==> src/rtl/host_serial_pkg.sv <==
// constants shared by the two-wire host controller and its write FIFO
package host_serial_pkg;
  // ************************************************************
  // widths
  // ************************************************************
  localparam int ADDR_W = 7;
  localparam int DATA_W = 8;
  localparam int FIFO_W = DATA_W + 1;
  localparam int FIFO_DEPTH = 4;
  // ************************************************************
  // address and direction
  // ************************************************************
  localparam logic [ADDR_W-1:0] DEV_ADDR_RESET = 7'h00;
  localparam logic RW_WRITE = 1'b0;
  localparam logic RW_READ = 1'b1;
  localparam logic [1:0] NACK_LIMIT = 2'h2;
  localparam logic [3:0] ACK_BIT = 4'h8;
  localparam logic [3:0] LAST_DATA_BIT = 4'h7;
  // ************************************************************
  // timing
  // ************************************************************
  localparam int SYS_PERIOD_NS = 100;
  localparam int LINK_PERIOD_NS = 800;
  localparam logic [7:0] QUARTER_CYCLES =
    8'(LINK_PERIOD_NS / (4 * SYS_PERIOD_NS));
  localparam int DEV_RESET_NS = 2000;
  localparam int DEV_RESET_CYCLES = DEV_RESET_NS / SYS_PERIOD_NS;
  // ************************************************************
  // sequencer states
  // ************************************************************
  typedef enum logic [2:0] {
    ST_IDLE, ST_START, ST_BIT, ST_LOAD, ST_STOP, ST_RESET
  } seq_state_t;
endpackage

==> src/rtl/serial_host_master.sv <==
// two-wire bus master that writes to and reads from an audio decoder port
//
// Contract
// - data bit is valid at serial clock rise; change it only while low.
// - every transfer opens with data falling while clock is high.
// - write frame sends 7-bit address then direction bit low.
// - after the address byte the host clocks one acknowledge period.
// - write data goes msb first, one acknowledge period per byte.
// - same write frame for one byte, word or image; whole bytes only.
// - after the last written byte is acknowledged, host sends stop.
// - resend an unacknowledged byte; two misses in a row reset device.
// - request low makes host read: start, address, direction bit high.
// - after the read address byte the decoder returns an acknowledge.
// - host keeps reading whole bytes while the request line stays low.
// - host acknowledges each read byte by holding data low one period.
`timescale 1ns/1ps
`default_nettype none
module serial_host_master #(
  parameter int DEPTH = host_serial_pkg::FIFO_DEPTH,
  parameter int RESET_CYCLES = host_serial_pkg::DEV_RESET_CYCLES
) (
  input wire logic clk_sys_in,
  input wire logic rst_in,
  input wire logic [host_serial_pkg::ADDR_W-1:0] target_addr_in,
  input wire logic wr_valid_in,
  input wire logic [host_serial_pkg::DATA_W-1:0] wr_data_in,
  input wire logic wr_last_in,
  output logic wr_ready_out,
  output logic [host_serial_pkg::DATA_W-1:0] rd_data_out,
  output logic rd_valid_out,
  output logic host_serial_clock_out,
  input wire logic host_serial_data_io_in,
  output logic host_serial_data_io_out,
  output logic host_serial_data_io_oe_out,
  input wire logic read_request_n_in,
  output logic device_reset_out,
  output logic busy_out
);
  import host_serial_pkg::*;

  // ************************************************************
  // declarations
  // ************************************************************
  seq_state_t state;
  logic [7:0] qcnt;
  logic [1:0] phase;
  logic [3:0] bitn;
  logic [DATA_W-1:0] sh;
  logic [DATA_W-1:0] cur;
  logic is_read;
  logic is_addr;
  logic last_byte;
  logic [1:0] nack_cnt;
  logic reset_after_stop;
  logic [15:0] rst_cnt;
  logic [1:0] sda_sync;
  logic [1:0] req_sync;
  logic sda_s;
  logic req_n_s;
  logic tick;
  logic sending;
  logic fifo_valid;
  logic fifo_ready;
  logic [FIFO_W-1:0] fifo_data;

  // ************************************************************
  // write path buffer
  // ************************************************************
  write_fifo #(
    .WIDTH(FIFO_W),
    .DEPTH(DEPTH)
  ) u_fifo (
    .clk_sys_in(clk_sys_in),
    .rst_in(rst_in),
    .in_valid_in(wr_valid_in),
    .in_data_in({wr_last_in, wr_data_in}),
    .in_ready_out(wr_ready_out),
    .out_valid_out(fifo_valid),
    .out_data_out(fifo_data),
    .out_ready_in(fifo_ready)
  );

  // the sequencer pops only while parked with the clock low
  assign fifo_ready = (state == ST_LOAD);

  // ************************************************************
  // pin synchronisers
  // ************************************************************
  // both pins come from the decoder's side, two flops before any use
  always_ff @(posedge clk_sys_in) begin
    if (rst_in) begin
      sda_sync <= 2'h3;
      req_sync <= 2'h3;
    end else begin
      sda_sync <= {sda_sync[0], host_serial_data_io_in};
      req_sync <= {req_sync[0], read_request_n_in};
    end
  end
  assign sda_s = sda_sync[1];
  assign req_n_s = req_sync[1];

  // ************************************************************
  // quarter-bit timebase
  // ************************************************************
  // the host makes the serial clock by dividing its own clock
  assign tick = (qcnt == QUARTER_CYCLES - 8'h01);
  always_ff @(posedge clk_sys_in) begin
    if (rst_in || state == ST_IDLE || state == ST_LOAD ||
        state == ST_RESET || tick) begin
      qcnt <= 8'h00;
    end else begin
      qcnt <= qcnt + 8'h01;
    end
  end

  // address and write bytes are sent, read bytes are received
  assign sending = !(is_read && !is_addr);

  // pin is open drain, the host only ever pulls it low
  always_ff @(posedge clk_sys_in) begin
    host_serial_data_io_out <= 1'b0;
  end

  // ************************************************************
  // frame sequencer
  // ************************************************************
  // a write byte is resent once on a miss; a repeated miss ends the
  // frame and pulses the decoder reset rather than looping forever
  always_ff @(posedge clk_sys_in) begin
    if (rst_in) begin
      state <= ST_IDLE;
      phase <= 2'h0;
      bitn <= 4'h0;
      sh <= '0;
      cur <= '0;
      is_read <= 1'b0;
      is_addr <= 1'b0;
      last_byte <= 1'b0;
      nack_cnt <= 2'h0;
      reset_after_stop <= 1'b0;
      rst_cnt <= 16'h0000;
      host_serial_clock_out <= 1'b1;
      host_serial_data_io_oe_out <= 1'b0;
      rd_data_out <= '0;
      rd_valid_out <= 1'b0;
      device_reset_out <= 1'b0;
      busy_out <= 1'b0;
    end else begin
      rd_valid_out <= 1'b0;
      case (state)
        ST_IDLE: begin
          host_serial_clock_out <= 1'b1;
          host_serial_data_io_oe_out <= 1'b0;
          phase <= 2'h0;
          nack_cnt <= 2'h0;
          // pending responses are drained before new writes go out
          if (!req_n_s) begin
            is_read <= 1'b1;
            is_addr <= 1'b1;
            cur <= {target_addr_in, RW_READ};
            busy_out <= 1'b1;
            state <= ST_START;
          end else if (fifo_valid) begin
            is_read <= 1'b0;
            is_addr <= 1'b1;
            cur <= {target_addr_in, RW_WRITE};
            busy_out <= 1'b1;
            state <= ST_START;
          end else begin
            busy_out <= 1'b0;
          end
        end
        ST_START: begin
          if (tick) begin
            phase <= phase + 2'h1;
            if (phase == 2'h1) begin
              host_serial_data_io_oe_out <= 1'b1;
            end else if (phase == 2'h3) begin
              host_serial_clock_out <= 1'b0;
              sh <= cur;
              bitn <= 4'h0;
              host_serial_data_io_oe_out <= ~cur[7];
              state <= ST_BIT;
            end
          end
        end
        ST_BIT: begin
          if (tick) begin
            phase <= phase + 2'h1;
            if (phase == 2'h1) begin
              host_serial_clock_out <= 1'b1;
            end else if (phase == 2'h3) begin
              // sample late in the high half, after the synchroniser
              host_serial_clock_out <= 1'b0;
              if (bitn != ACK_BIT) begin
                sh <= {sh[6:0], sda_s};
                bitn <= bitn + 4'h1;
                if (bitn == LAST_DATA_BIT) begin
                  // acknowledge slot: receiver of the byte pulls low
                  host_serial_data_io_oe_out <= !sending;
                  if (!sending) begin
                    rd_data_out <= {sh[6:0], sda_s};
                    rd_valid_out <= 1'b1;
                  end
                end else begin
                  host_serial_data_io_oe_out <= sending && !sh[6];
                end
              end else if (!sending) begin
                // request is settled by the acknowledge rise
                if (req_n_s) begin
                  host_serial_data_io_oe_out <= 1'b1;
                  state <= ST_STOP;
                end else begin
                  bitn <= 4'h0;
                  host_serial_data_io_oe_out <= 1'b0;
                end
              end else if (sda_s) begin
                // missed acknowledge on an address or write byte
                if (nack_cnt + 2'h1 == NACK_LIMIT) begin
                  reset_after_stop <= 1'b1;
                  host_serial_data_io_oe_out <= 1'b1;
                  state <= ST_STOP;
                end else begin
                  nack_cnt <= nack_cnt + 2'h1;
                  sh <= cur;
                  bitn <= 4'h0;
                  host_serial_data_io_oe_out <= ~cur[7];
                end
              end else begin
                nack_cnt <= 2'h0;
                is_addr <= 1'b0;
                if (is_addr && is_read) begin
                  bitn <= 4'h0;
                  host_serial_data_io_oe_out <= 1'b0;
                end else if (!is_addr && last_byte) begin
                  host_serial_data_io_oe_out <= 1'b1;
                  state <= ST_STOP;
                end else begin
                  host_serial_data_io_oe_out <= 1'b0;
                  state <= ST_LOAD;
                end
              end
            end
          end
        end
        ST_LOAD: begin
          // clock parks low until the next whole byte is buffered
          phase <= 2'h0;
          if (fifo_valid) begin
            cur <= fifo_data[DATA_W-1:0];
            sh <= fifo_data[DATA_W-1:0];
            last_byte <= fifo_data[DATA_W];
            bitn <= 4'h0;
            host_serial_data_io_oe_out <= ~fifo_data[7];
            state <= ST_BIT;
          end
        end
        ST_STOP: begin
          if (tick) begin
            phase <= phase + 2'h1;
            if (phase == 2'h1) begin
              host_serial_clock_out <= 1'b1;
            end else if (phase == 2'h2) begin
              host_serial_data_io_oe_out <= 1'b0;
            end else if (phase == 2'h3) begin
              if (reset_after_stop) begin
                reset_after_stop <= 1'b0;
                device_reset_out <= 1'b1;
                rst_cnt <= 16'h0000;
                state <= ST_RESET;
              end else begin
                state <= ST_IDLE;
              end
            end
          end
        end
        ST_RESET: begin
          // decoder address returns to zero, so target must follow
          rst_cnt <= rst_cnt + 16'h0001;
          if (rst_cnt == 16'(RESET_CYCLES - 1)) begin
            device_reset_out <= 1'b0;
            state <= ST_IDLE;
          end
        end
        default: begin
          state <= ST_IDLE;
        end
      endcase
    end
  end
endmodule // serial_host_master
`default_nettype wire

==> src/rtl/write_fifo.sv <==
// small flip-flop FIFO carrying write bytes toward the serial sequencer
`timescale 1ns/1ps
`default_nettype none
module write_fifo #(
  parameter int WIDTH = 9,
  parameter int DEPTH = 4
) (
  input wire logic clk_sys_in,
  input wire logic rst_in,
  input wire logic in_valid_in,
  input wire logic [WIDTH-1:0] in_data_in,
  output logic in_ready_out,
  output logic out_valid_out,
  output logic [WIDTH-1:0] out_data_out,
  input wire logic out_ready_in
);
  localparam int PW = $clog2(DEPTH);
  logic [WIDTH-1:0] mem [DEPTH];
  logic [PW-1:0] wr_ptr;
  logic [PW-1:0] rd_ptr;
  logic [PW:0] count;
  logic [PW:0] next_count;
  logic push;
  logic pop;

  // ************************************************************
  // handshakes
  // ************************************************************
  assign push = in_valid_in && in_ready_out;
  assign pop = out_valid_out && out_ready_in;
  assign out_valid_out = (count != '0);
  assign out_data_out = mem[rd_ptr];

  // occupancy after this cycle's push and pop
  always_comb begin
    next_count = count;
    if (push && !pop) begin
      next_count = count + 1'b1;
    end else if (pop && !push) begin
      next_count = count - 1'b1;
    end
  end

  // ready is registered so the top sees a flop, costing no throughput
  always_ff @(posedge clk_sys_in) begin
    if (rst_in) begin
      count <= '0;
      in_ready_out <= 1'b1;
    end else begin
      count <= next_count;
      in_ready_out <= (next_count != (PW+1)'(DEPTH));
    end
  end

  // pointers wrap on the power-of-two depth
  always_ff @(posedge clk_sys_in) begin
    if (rst_in) begin
      wr_ptr <= '0;
      rd_ptr <= '0;
    end else begin
      if (push) begin
        wr_ptr <= wr_ptr + 1'b1;
      end
      if (pop) begin
        rd_ptr <= rd_ptr + 1'b1;
      end
    end
  end

  // storage needs no reset, it is read only when counted valid
  always_ff @(posedge clk_sys_in) begin
    if (push) begin
      mem[wr_ptr] <= in_data_in;
    end
  end
endmodule // write_fifo
`default_nettype wire

==> config.mk <==
export PLATFORM = sky130hd
export DESIGN_NAME = serial_host_master
export DESIGN_NICKNAME = d
export VERILOG_FILES = /design/src/rtl/host_serial_pkg.sv /design/src/rtl/serial_host_master.sv /design/src/rtl/write_fifo.sv
export SDC_FILE = /design/constraint.sdc
export NUM_CORES = 1
export LEC_CHECK = 0
export ABC_AREA = 0
export BUFFER_PORTS_ARGS = -buffer_cell sky130_fd_sc_hd__buf_4
export CAP_MARGIN = 30
export CORE_ASPECT_RATIO = 0.6
export CORE_MARGIN = 2
export CORE_UTILIZATION = 40
export CTS_CLUSTER_DIAMETER = 100
export DETAILED_ROUTE_END_ITERATION = 16
export MAX_ROUTING_LAYER = met4
export PLACE_DENSITY = 0.58
export SETUP_SLACK_MARGIN = 0.1
export SYNTH_ARGS = -nofsm -noshare
export SYNTH_HDL_FRONTEND = slang
export SYNTH_SLANG_ARGS = --single-unit
==> constraint.sdc <==
create_clock -name clk_sys_in -period 2.65 [get_ports clk_sys_in]
set_input_delay 0.265 -clock clk_sys_in [delete_from_list [all_inputs] [get_ports clk_sys_in]]
set_output_delay 0.265 -clock clk_sys_in [all_outputs]
set_load 0.02 [all_outputs]
* Word level (Yosys, flattened, before mapping)
Memory sizes are Yosys's and may differ from the RTL's. A register that Yosys moved wholly into a read port is not among the register bits. Cells that the tools add are included.
Cells by class: equal/unequal tests 48, reductions and logical operators 45, mux-type cells 134, add/subtract/negate cells 9, bitwise operators 8
Operator list (count):
- $mux 16 | 5
- $mux 3 | 24
- $mux 7 | 10
- $mux 1 | 57
- $mux 4 | 13
- $ne 2x2->1 const B | 18
- $pmux 16 s2 | 1
- $mux 8 | 3
- $reduce_and 11->1 | 2
- $ne 3x3->1 const B | 7
- $pmux 7 s3 | 1
- $reduce_and 7->1 | 3
- $mux 2 | 10
- $pmux 3 s6 | 1
- $reduce_and 17->1 | 1
- $add 16x1->16 const B | 1
- $eq 16x5->1 const B | 1
- $ne 4x4->1 const B | 4
- $pmux 8 s2 | 1
- $pmux 4 s3 | 1
- $reduce_and 12->1 | 1
- $reduce_and 6->1 | 2
- $ne 5x5->1 const B | 2
- $reduce_and 10->1 | 1
- other kinds (33) | 74
Word-level totals: RAM bits 36, register bits 79, bits of input ports 21, memories 1, output and inout port bits 15
Memories:
- u_fifo.mem | depth 4, width 9, read ports 1, clocked after memory_dff 1, wr ports 1, line write_fifo.sv:18 | logic [WIDTH-1:0] mem [DEPTH];

* Longest topological paths before layout
word-level depth 11, gate-level depth with buffers 9, mapped depth without buffers 7

* By module
A second synthesis with hierarchy kept.
Unflattened totals: cell total of the unflattened synthesis 538, area, all modules 5445.2 sq um
By module, submodules not included:
- serial_host_master | area an instance 3589.7 sq um, sequential area each 1421.4 sq um, times used 1, cells an instance 428
- write_fifo | area an instance 1855.5 sq um, sequential area each 1281.2 sq um, times used 1, cells an instance 110

* Least setup slack after synthesis
Ideal clock, no wire load.
path kind reg2reg, start point register phase[0], end point register bitn[1], arrival 2122 ps, clock period less this slack 2192 ps, cell stages (with the launch flop) 7, setup slack 458 ps, library setup time 70 ps, path through dfxtp_1 > ha_1 > nor2b_1 > o21ai_0 > a2111o_1 > or4b_1 > a21oi_1
Between the ends: cells in the longest elaborated chain, start to end 3, elaborated cells on any way between the ends 7
RTL lines:
- start, declared | line serial_host_master.sv:46 | logic [1:0] phase;
- start signal, assigned | line serial_host_master.sv:175 | phase <= phase + 2'h1;
- start signal, assigned | line serial_host_master.sv:189 | phase <= phase + 2'h1;
- start signal, assigned | line serial_host_master.sv:260 | phase <= phase + 2'h1;
- $eq 2x2->1 or $eq 2x1->1 (tied branches)
- $ne 2x2->1 (no line)
- $reduce_and 11->1 (no line) *
- end signal, assigned | line serial_host_master.sv:197 | bitn <= bitn + 4'h1;
- end, declared | line serial_host_master.sv:47 | logic [3:0] bitn;
Mark *: on every way between the ends. The rest lies on a longest branch, timed or not. A chain may end at the register's enable or synchronous reset.

* Final worst setup path
start point register phase[1], end point register bitn[1]
The elaborated chain is that of the path after synthesis.

==> results summary <==
The flow ran to the end, and the final reports show no timing, DRC or antenna violations. The floorplan step defined a die boundary enclosing 15,000 um2. The number of sinks handled by clock tree synthesis is approximately 120.

The buffer and inverter count on the worst path came out at 1. The proportion of register bits with asynchronous set or reset after synthesis is 0%. The clock insertion delay at the later pin of the skew report is between 0.4 and 0.5 ns.

The number of synthesized register bits is 117. The classification of the worst setup path is flop to flop. The pin count of the biggest net entering global routing is 63. The number of unique standard cell types used by synthesis is 67. For this run, design rule violations remaining after detail routing come to 0.

The netlist area before placement came out at 5590 um2. The number of hold violations in the final report came to 0. In the post-route analysis, the smallest setup slack over all paths is about 0.25 ns. The count of max-cap constraint violations is 0. The startpoint kind of the worst setup timing path is a flop.

For this run, the leading register cell type out of synthesis is dfxtp_1. In this run the count of I/O pins placed on the die edge is 36. The area growth from synthesis to layout came out at 20.2%. The number of instances in the synthesized netlist is approximately 550. The area of the core region came out at ~14,000 um2.

The worst slew margin relative to its limit is about half. In this design, the stage delay of the slowest critical-path cell is between 0.5 and 0.6 ns. The final hold slack came out at between 0.03 and 0.04 ns. The number of nets in the final layout came out at between 600 and 700. The required time of the critical path is around 3.0 ns. Excluding fillers, the count of instances in the completed layout stands at 784. The cell count of the worst hold path came out at 2. The worst IR drop on VDD is 0.373 mV. The number of standard-cell rows in the floorplan came out at 33. Of the available clock period, the critical path in the final layout requires 90.5%. Data arrives at the worst endpoint at ~2.7 ns. The detail-routed net length per standard cell came out at roughly 17 um.

In this run the critical register-to-register path is launched from phase[1]$_SDFFE_PP0P_. The largest fanout on the critical path came out at 8. The fraction of final layout cells with drive strength greater than 1 is 19.5%. The post-detailed-placement half-perimeter wirelength is 9070 um. The path with the worst hold slack has its endpoint at sda_sync[0]$_SDFF_PP1_. The number of nets in the synthesized netlist is approximately 590. The per-instance average area after synthesis is ~10 um2. The via-per-instance ratio is 5.64. The maximum clock rate came out at around 420 MHz. Routability-driven placement finished with a final weighted congestion of around 0.89.

The chip height is around 96 um. The worst-case register-to-register setup slack is between 0.2 and 0.3 ns. Across the whole layout, storage elements account for 2700 um2. The worst reg2reg path depth came out at 7. The leakage component of the power came out at 2.39 nW.

Adding up every negative setup slack in the final design gives 0 ns. The overall routed net length came out at about 13,000 um. The global-route wire length before repair came out at 21,400 um. The footprint of the multi-input gates is roughly 2700 um2. The initial core utilization came out at between 40% and 50%. The post-synthesis sequential area ratio came out at between 40 and 50%.

The count of placed standard cells including taps came out at between 700 and 800. The clock-pin slew reported for the worst setup and hold paths after clock tree synthesis is 0.06 ns. The endpoint identified for the worst register-to-register timing path is bitn[1]$_SDFFE_PP0P_. The number of CTS-inserted buffers is 17. Setup repair after global routing left no endpoint under its margin.

The total via count after detailed routing is about 4,400. The number of pins exceeding their max-slew limit in the final report came out at 0. The kind of path behind the tightest hold check is input pin to flop. Before CTS, the worst setup slack after placement is between 0.1 and 0.15 ns. The cell type of the slowest stage on the worst timing path is a2111o_1. In this run the power density over the cells is approximately 750 nW/um2. In this run the deepest clock path goes through 2 buffers. The remaining number of nets flagged by the antenna check after routing is 0.

The final-layout fill cell count is roughly 1,300. STA classifies the critical path endpoint as a flop. Yosys printed 0 warnings. The signal on the critical path passes through inv_1, ha_1, nor2b_2, o21ai_1, a2111o_1, or4b_1, a21oi_1. The dominant delay contributor by cell family on the critical path is compound AO/OA/AOI/OAI gates. TritonCTS built the clock tree. The number of H-tree levels is 4. The violation count after the first detailed-routing iteration is approximately 310. In this run the most critical hold path is launched from host_serial_data_io_in.

The power after layout came out at 5.02 mW. The worst-case clock skew is 0.00725 ns. The number of hold buffers added after CTS is 0. The final critical-path required period came out at roughly 2.4 ns. The number of antenna diodes in the final layout is 0.

The via count of the first global-routing pass is slightly above 4,000. The global-route usage over all layers came out at between 10% and 20%. The number of search-and-repair iterations in the first detailed-routing pass is 6.

The count of buffers added on input and output ports is 34. The transition time at the pin with the least slew margin is 0.735 ns. The total global routing overflow came out at 0.

The number of flops mapped to enable cells by yosys came out at 36. The setup-violating endpoint count in the final report is 0. The floorplan die width came out at 157 um.

The cell sitting at the root of the clock tree is a clkbuf_16. The number of antenna violations at the first check in global routing is 0.
-- state kept, by name, summed over array words and instances (netlist names), 3 cells and up, named ones only --
register,count
bitn,4
cur,8
qcnt,8
rd_data_out,8
rst_cnt,16
sh,7
state,3
u_fifo.count,3
u_fifo.mem,36
-- worst max-delay path by stage --
| stage | from | to | slack, ns | depth (start not counted) |
|---|---|---|---|---|
| after global placement | phase[1]$_SDFFE_PP0P_ | bitn[1]$_SDFFE_PP0P_ | 0.26 | 7 |
| final | phase[1]$_SDFFE_PP0P_ | bitn[1]$_SDFFE_PP0P_ | 0.25 | 7 |
| after floorplan | phase[0]$_SDFFE_PP0P_ | bitn[1]$_SDFFE_PP0P_ | 0.46 | 6 |
| after global routing | phase[1]$_SDFFE_PP0P_ | bitn[1]$_SDFFE_PP0P_ | 0.09 | 7 |
| after CTS | phase[0]$_SDFFE_PP0P_ | bitn[1]$_SDFFE_PP0P_ | 0.17 | 6 |
| after detailed placement | phase[0]$_SDFFE_PP0P_ | sh[3]$_SDFFE_PP0P_ | 0.12 | 6 |
-- Yosys cell counts, drive strengths merged (2+ instances only) --
cell | n | area share, %
a2111o | 2 | 0.40
a211oi | 11 | 1.5
a21o | 5 | 0.67
a21oi | 35 | 3.2
a221o | 2 | 0.36
a221oi | 7 | 1.1
a311oi | 10 | 1.6
a31o | 2 | 0.31
a31oi | 7 | 0.78
a41oi | 2 | 0.31
and2 | 9 | 1.0
and3 | 6 | 0.69
and3b | 3 | 0.47
and4 | 3 | 0.47
buf | 12 | 1.1
clkbuf | 20 | 1.3
dfxtp | 81 | 29
edfxtp | 36 | 19
ha | 16 | 3.6
inv | 16 | 1.1
mux2i | 10 | 1.8
mux4 | 9 | 3.6
nand2 | 31 | 2.1
nand2b | 7 | 0.78
nand3 | 21 | 1.9
nand3b | 4 | 0.54
nand4 | 2 | 0.22
nor2 | 60 | 4.0
nor2b | 11 | 1.2
nor3 | 9 | 0.90
nor3b | 5 | 0.67
nor4 | 10 | 1.1
nor4b | 9 | 1.7
o211ai | 3 | 0.40
o21a | 2 | 0.27
o21ai | 17 | 1.5
o31ai | 5 | 0.67
or2 | 6 | 0.67
or4 | 3 | 0.40
xnor2 | 18 | 2.8
xor2 | 7 | 1.1
-- layer usage --
metal  vias up  global-route usage, %  routed length [um]
li1       2145                      -                   -
met1      2118                   28.1                7090
met2       147                   25.4                5060
met3        11                   4.73                 691
met4         0                   5.12                 103
met5         -                      -                   0
-- metrics by stage --
stage	utilization, %	cell area (um2)
floorplan	-	5590
global placement	44.4	6050
detailed placement	44.4	6050
CTS	48.9	6670
global route	49.3	6720
finish	49.3	6720
-- power by group --
group	switching (mW)	internal (mW)
clock network	0.930	1.43
logic	0.371	0.264
registers	0.0901	1.94
total	1.39	3.63
-- cells by family after synthesis --
group | share of synthesized area, %
xor gates and xnor gates | 3.92
other | 0.0671
buffers and inverters | 3.56
DFF | 48.4
and+or+nand+nor | 19.4
AOI/OAI and AO/OA | 15.7
adders and majority gates | 3.58
muxes | 5.42
-- repair_timing --
| action | 4_1_cts | 5_1_grt |
|---|---|---|
| setup buffers | 0 | 6 |
| gates resized for setup | 1 | 2 |
| pin swaps | 0 | 2 |
| setup endpoints to repair | 1 | 18 |
-- layout by cell type (no fill, tap or decap), types with 7 or more instances in the layout --
cell,instances
dfxtp_1,81
nor2_1,60
buf_4,57
edfxtp_1,36
a21oi_1,34
nand2_1,31
nand3_1,21
xnor2_1,18
clkbuf_16,17
inv_1,16
o21ai_0,15
ha_1,15
a211oi_1,11
nor2b_1,10
mux2i_1,10
a311oi_1,10
nor4_1,9
mux4_2,9
nor3_1,8
nor4b_1,8
and2_1,8
nand2b_1,7
a31oi_1,7
xor2_1,7
a221oi_1,7
-- layout make-up --
cell class	count	area share, %
Tap cell	175	3.26
Sequential cell	117	40.2
Inverter	16	0.894
Clock inverter	15	2.76
Clock buffer	17	6.34
Timing Repair Buffer	57	6.37
Multi-Input combinational cell	387	40.1
Power figures use the tool's default switching activity.
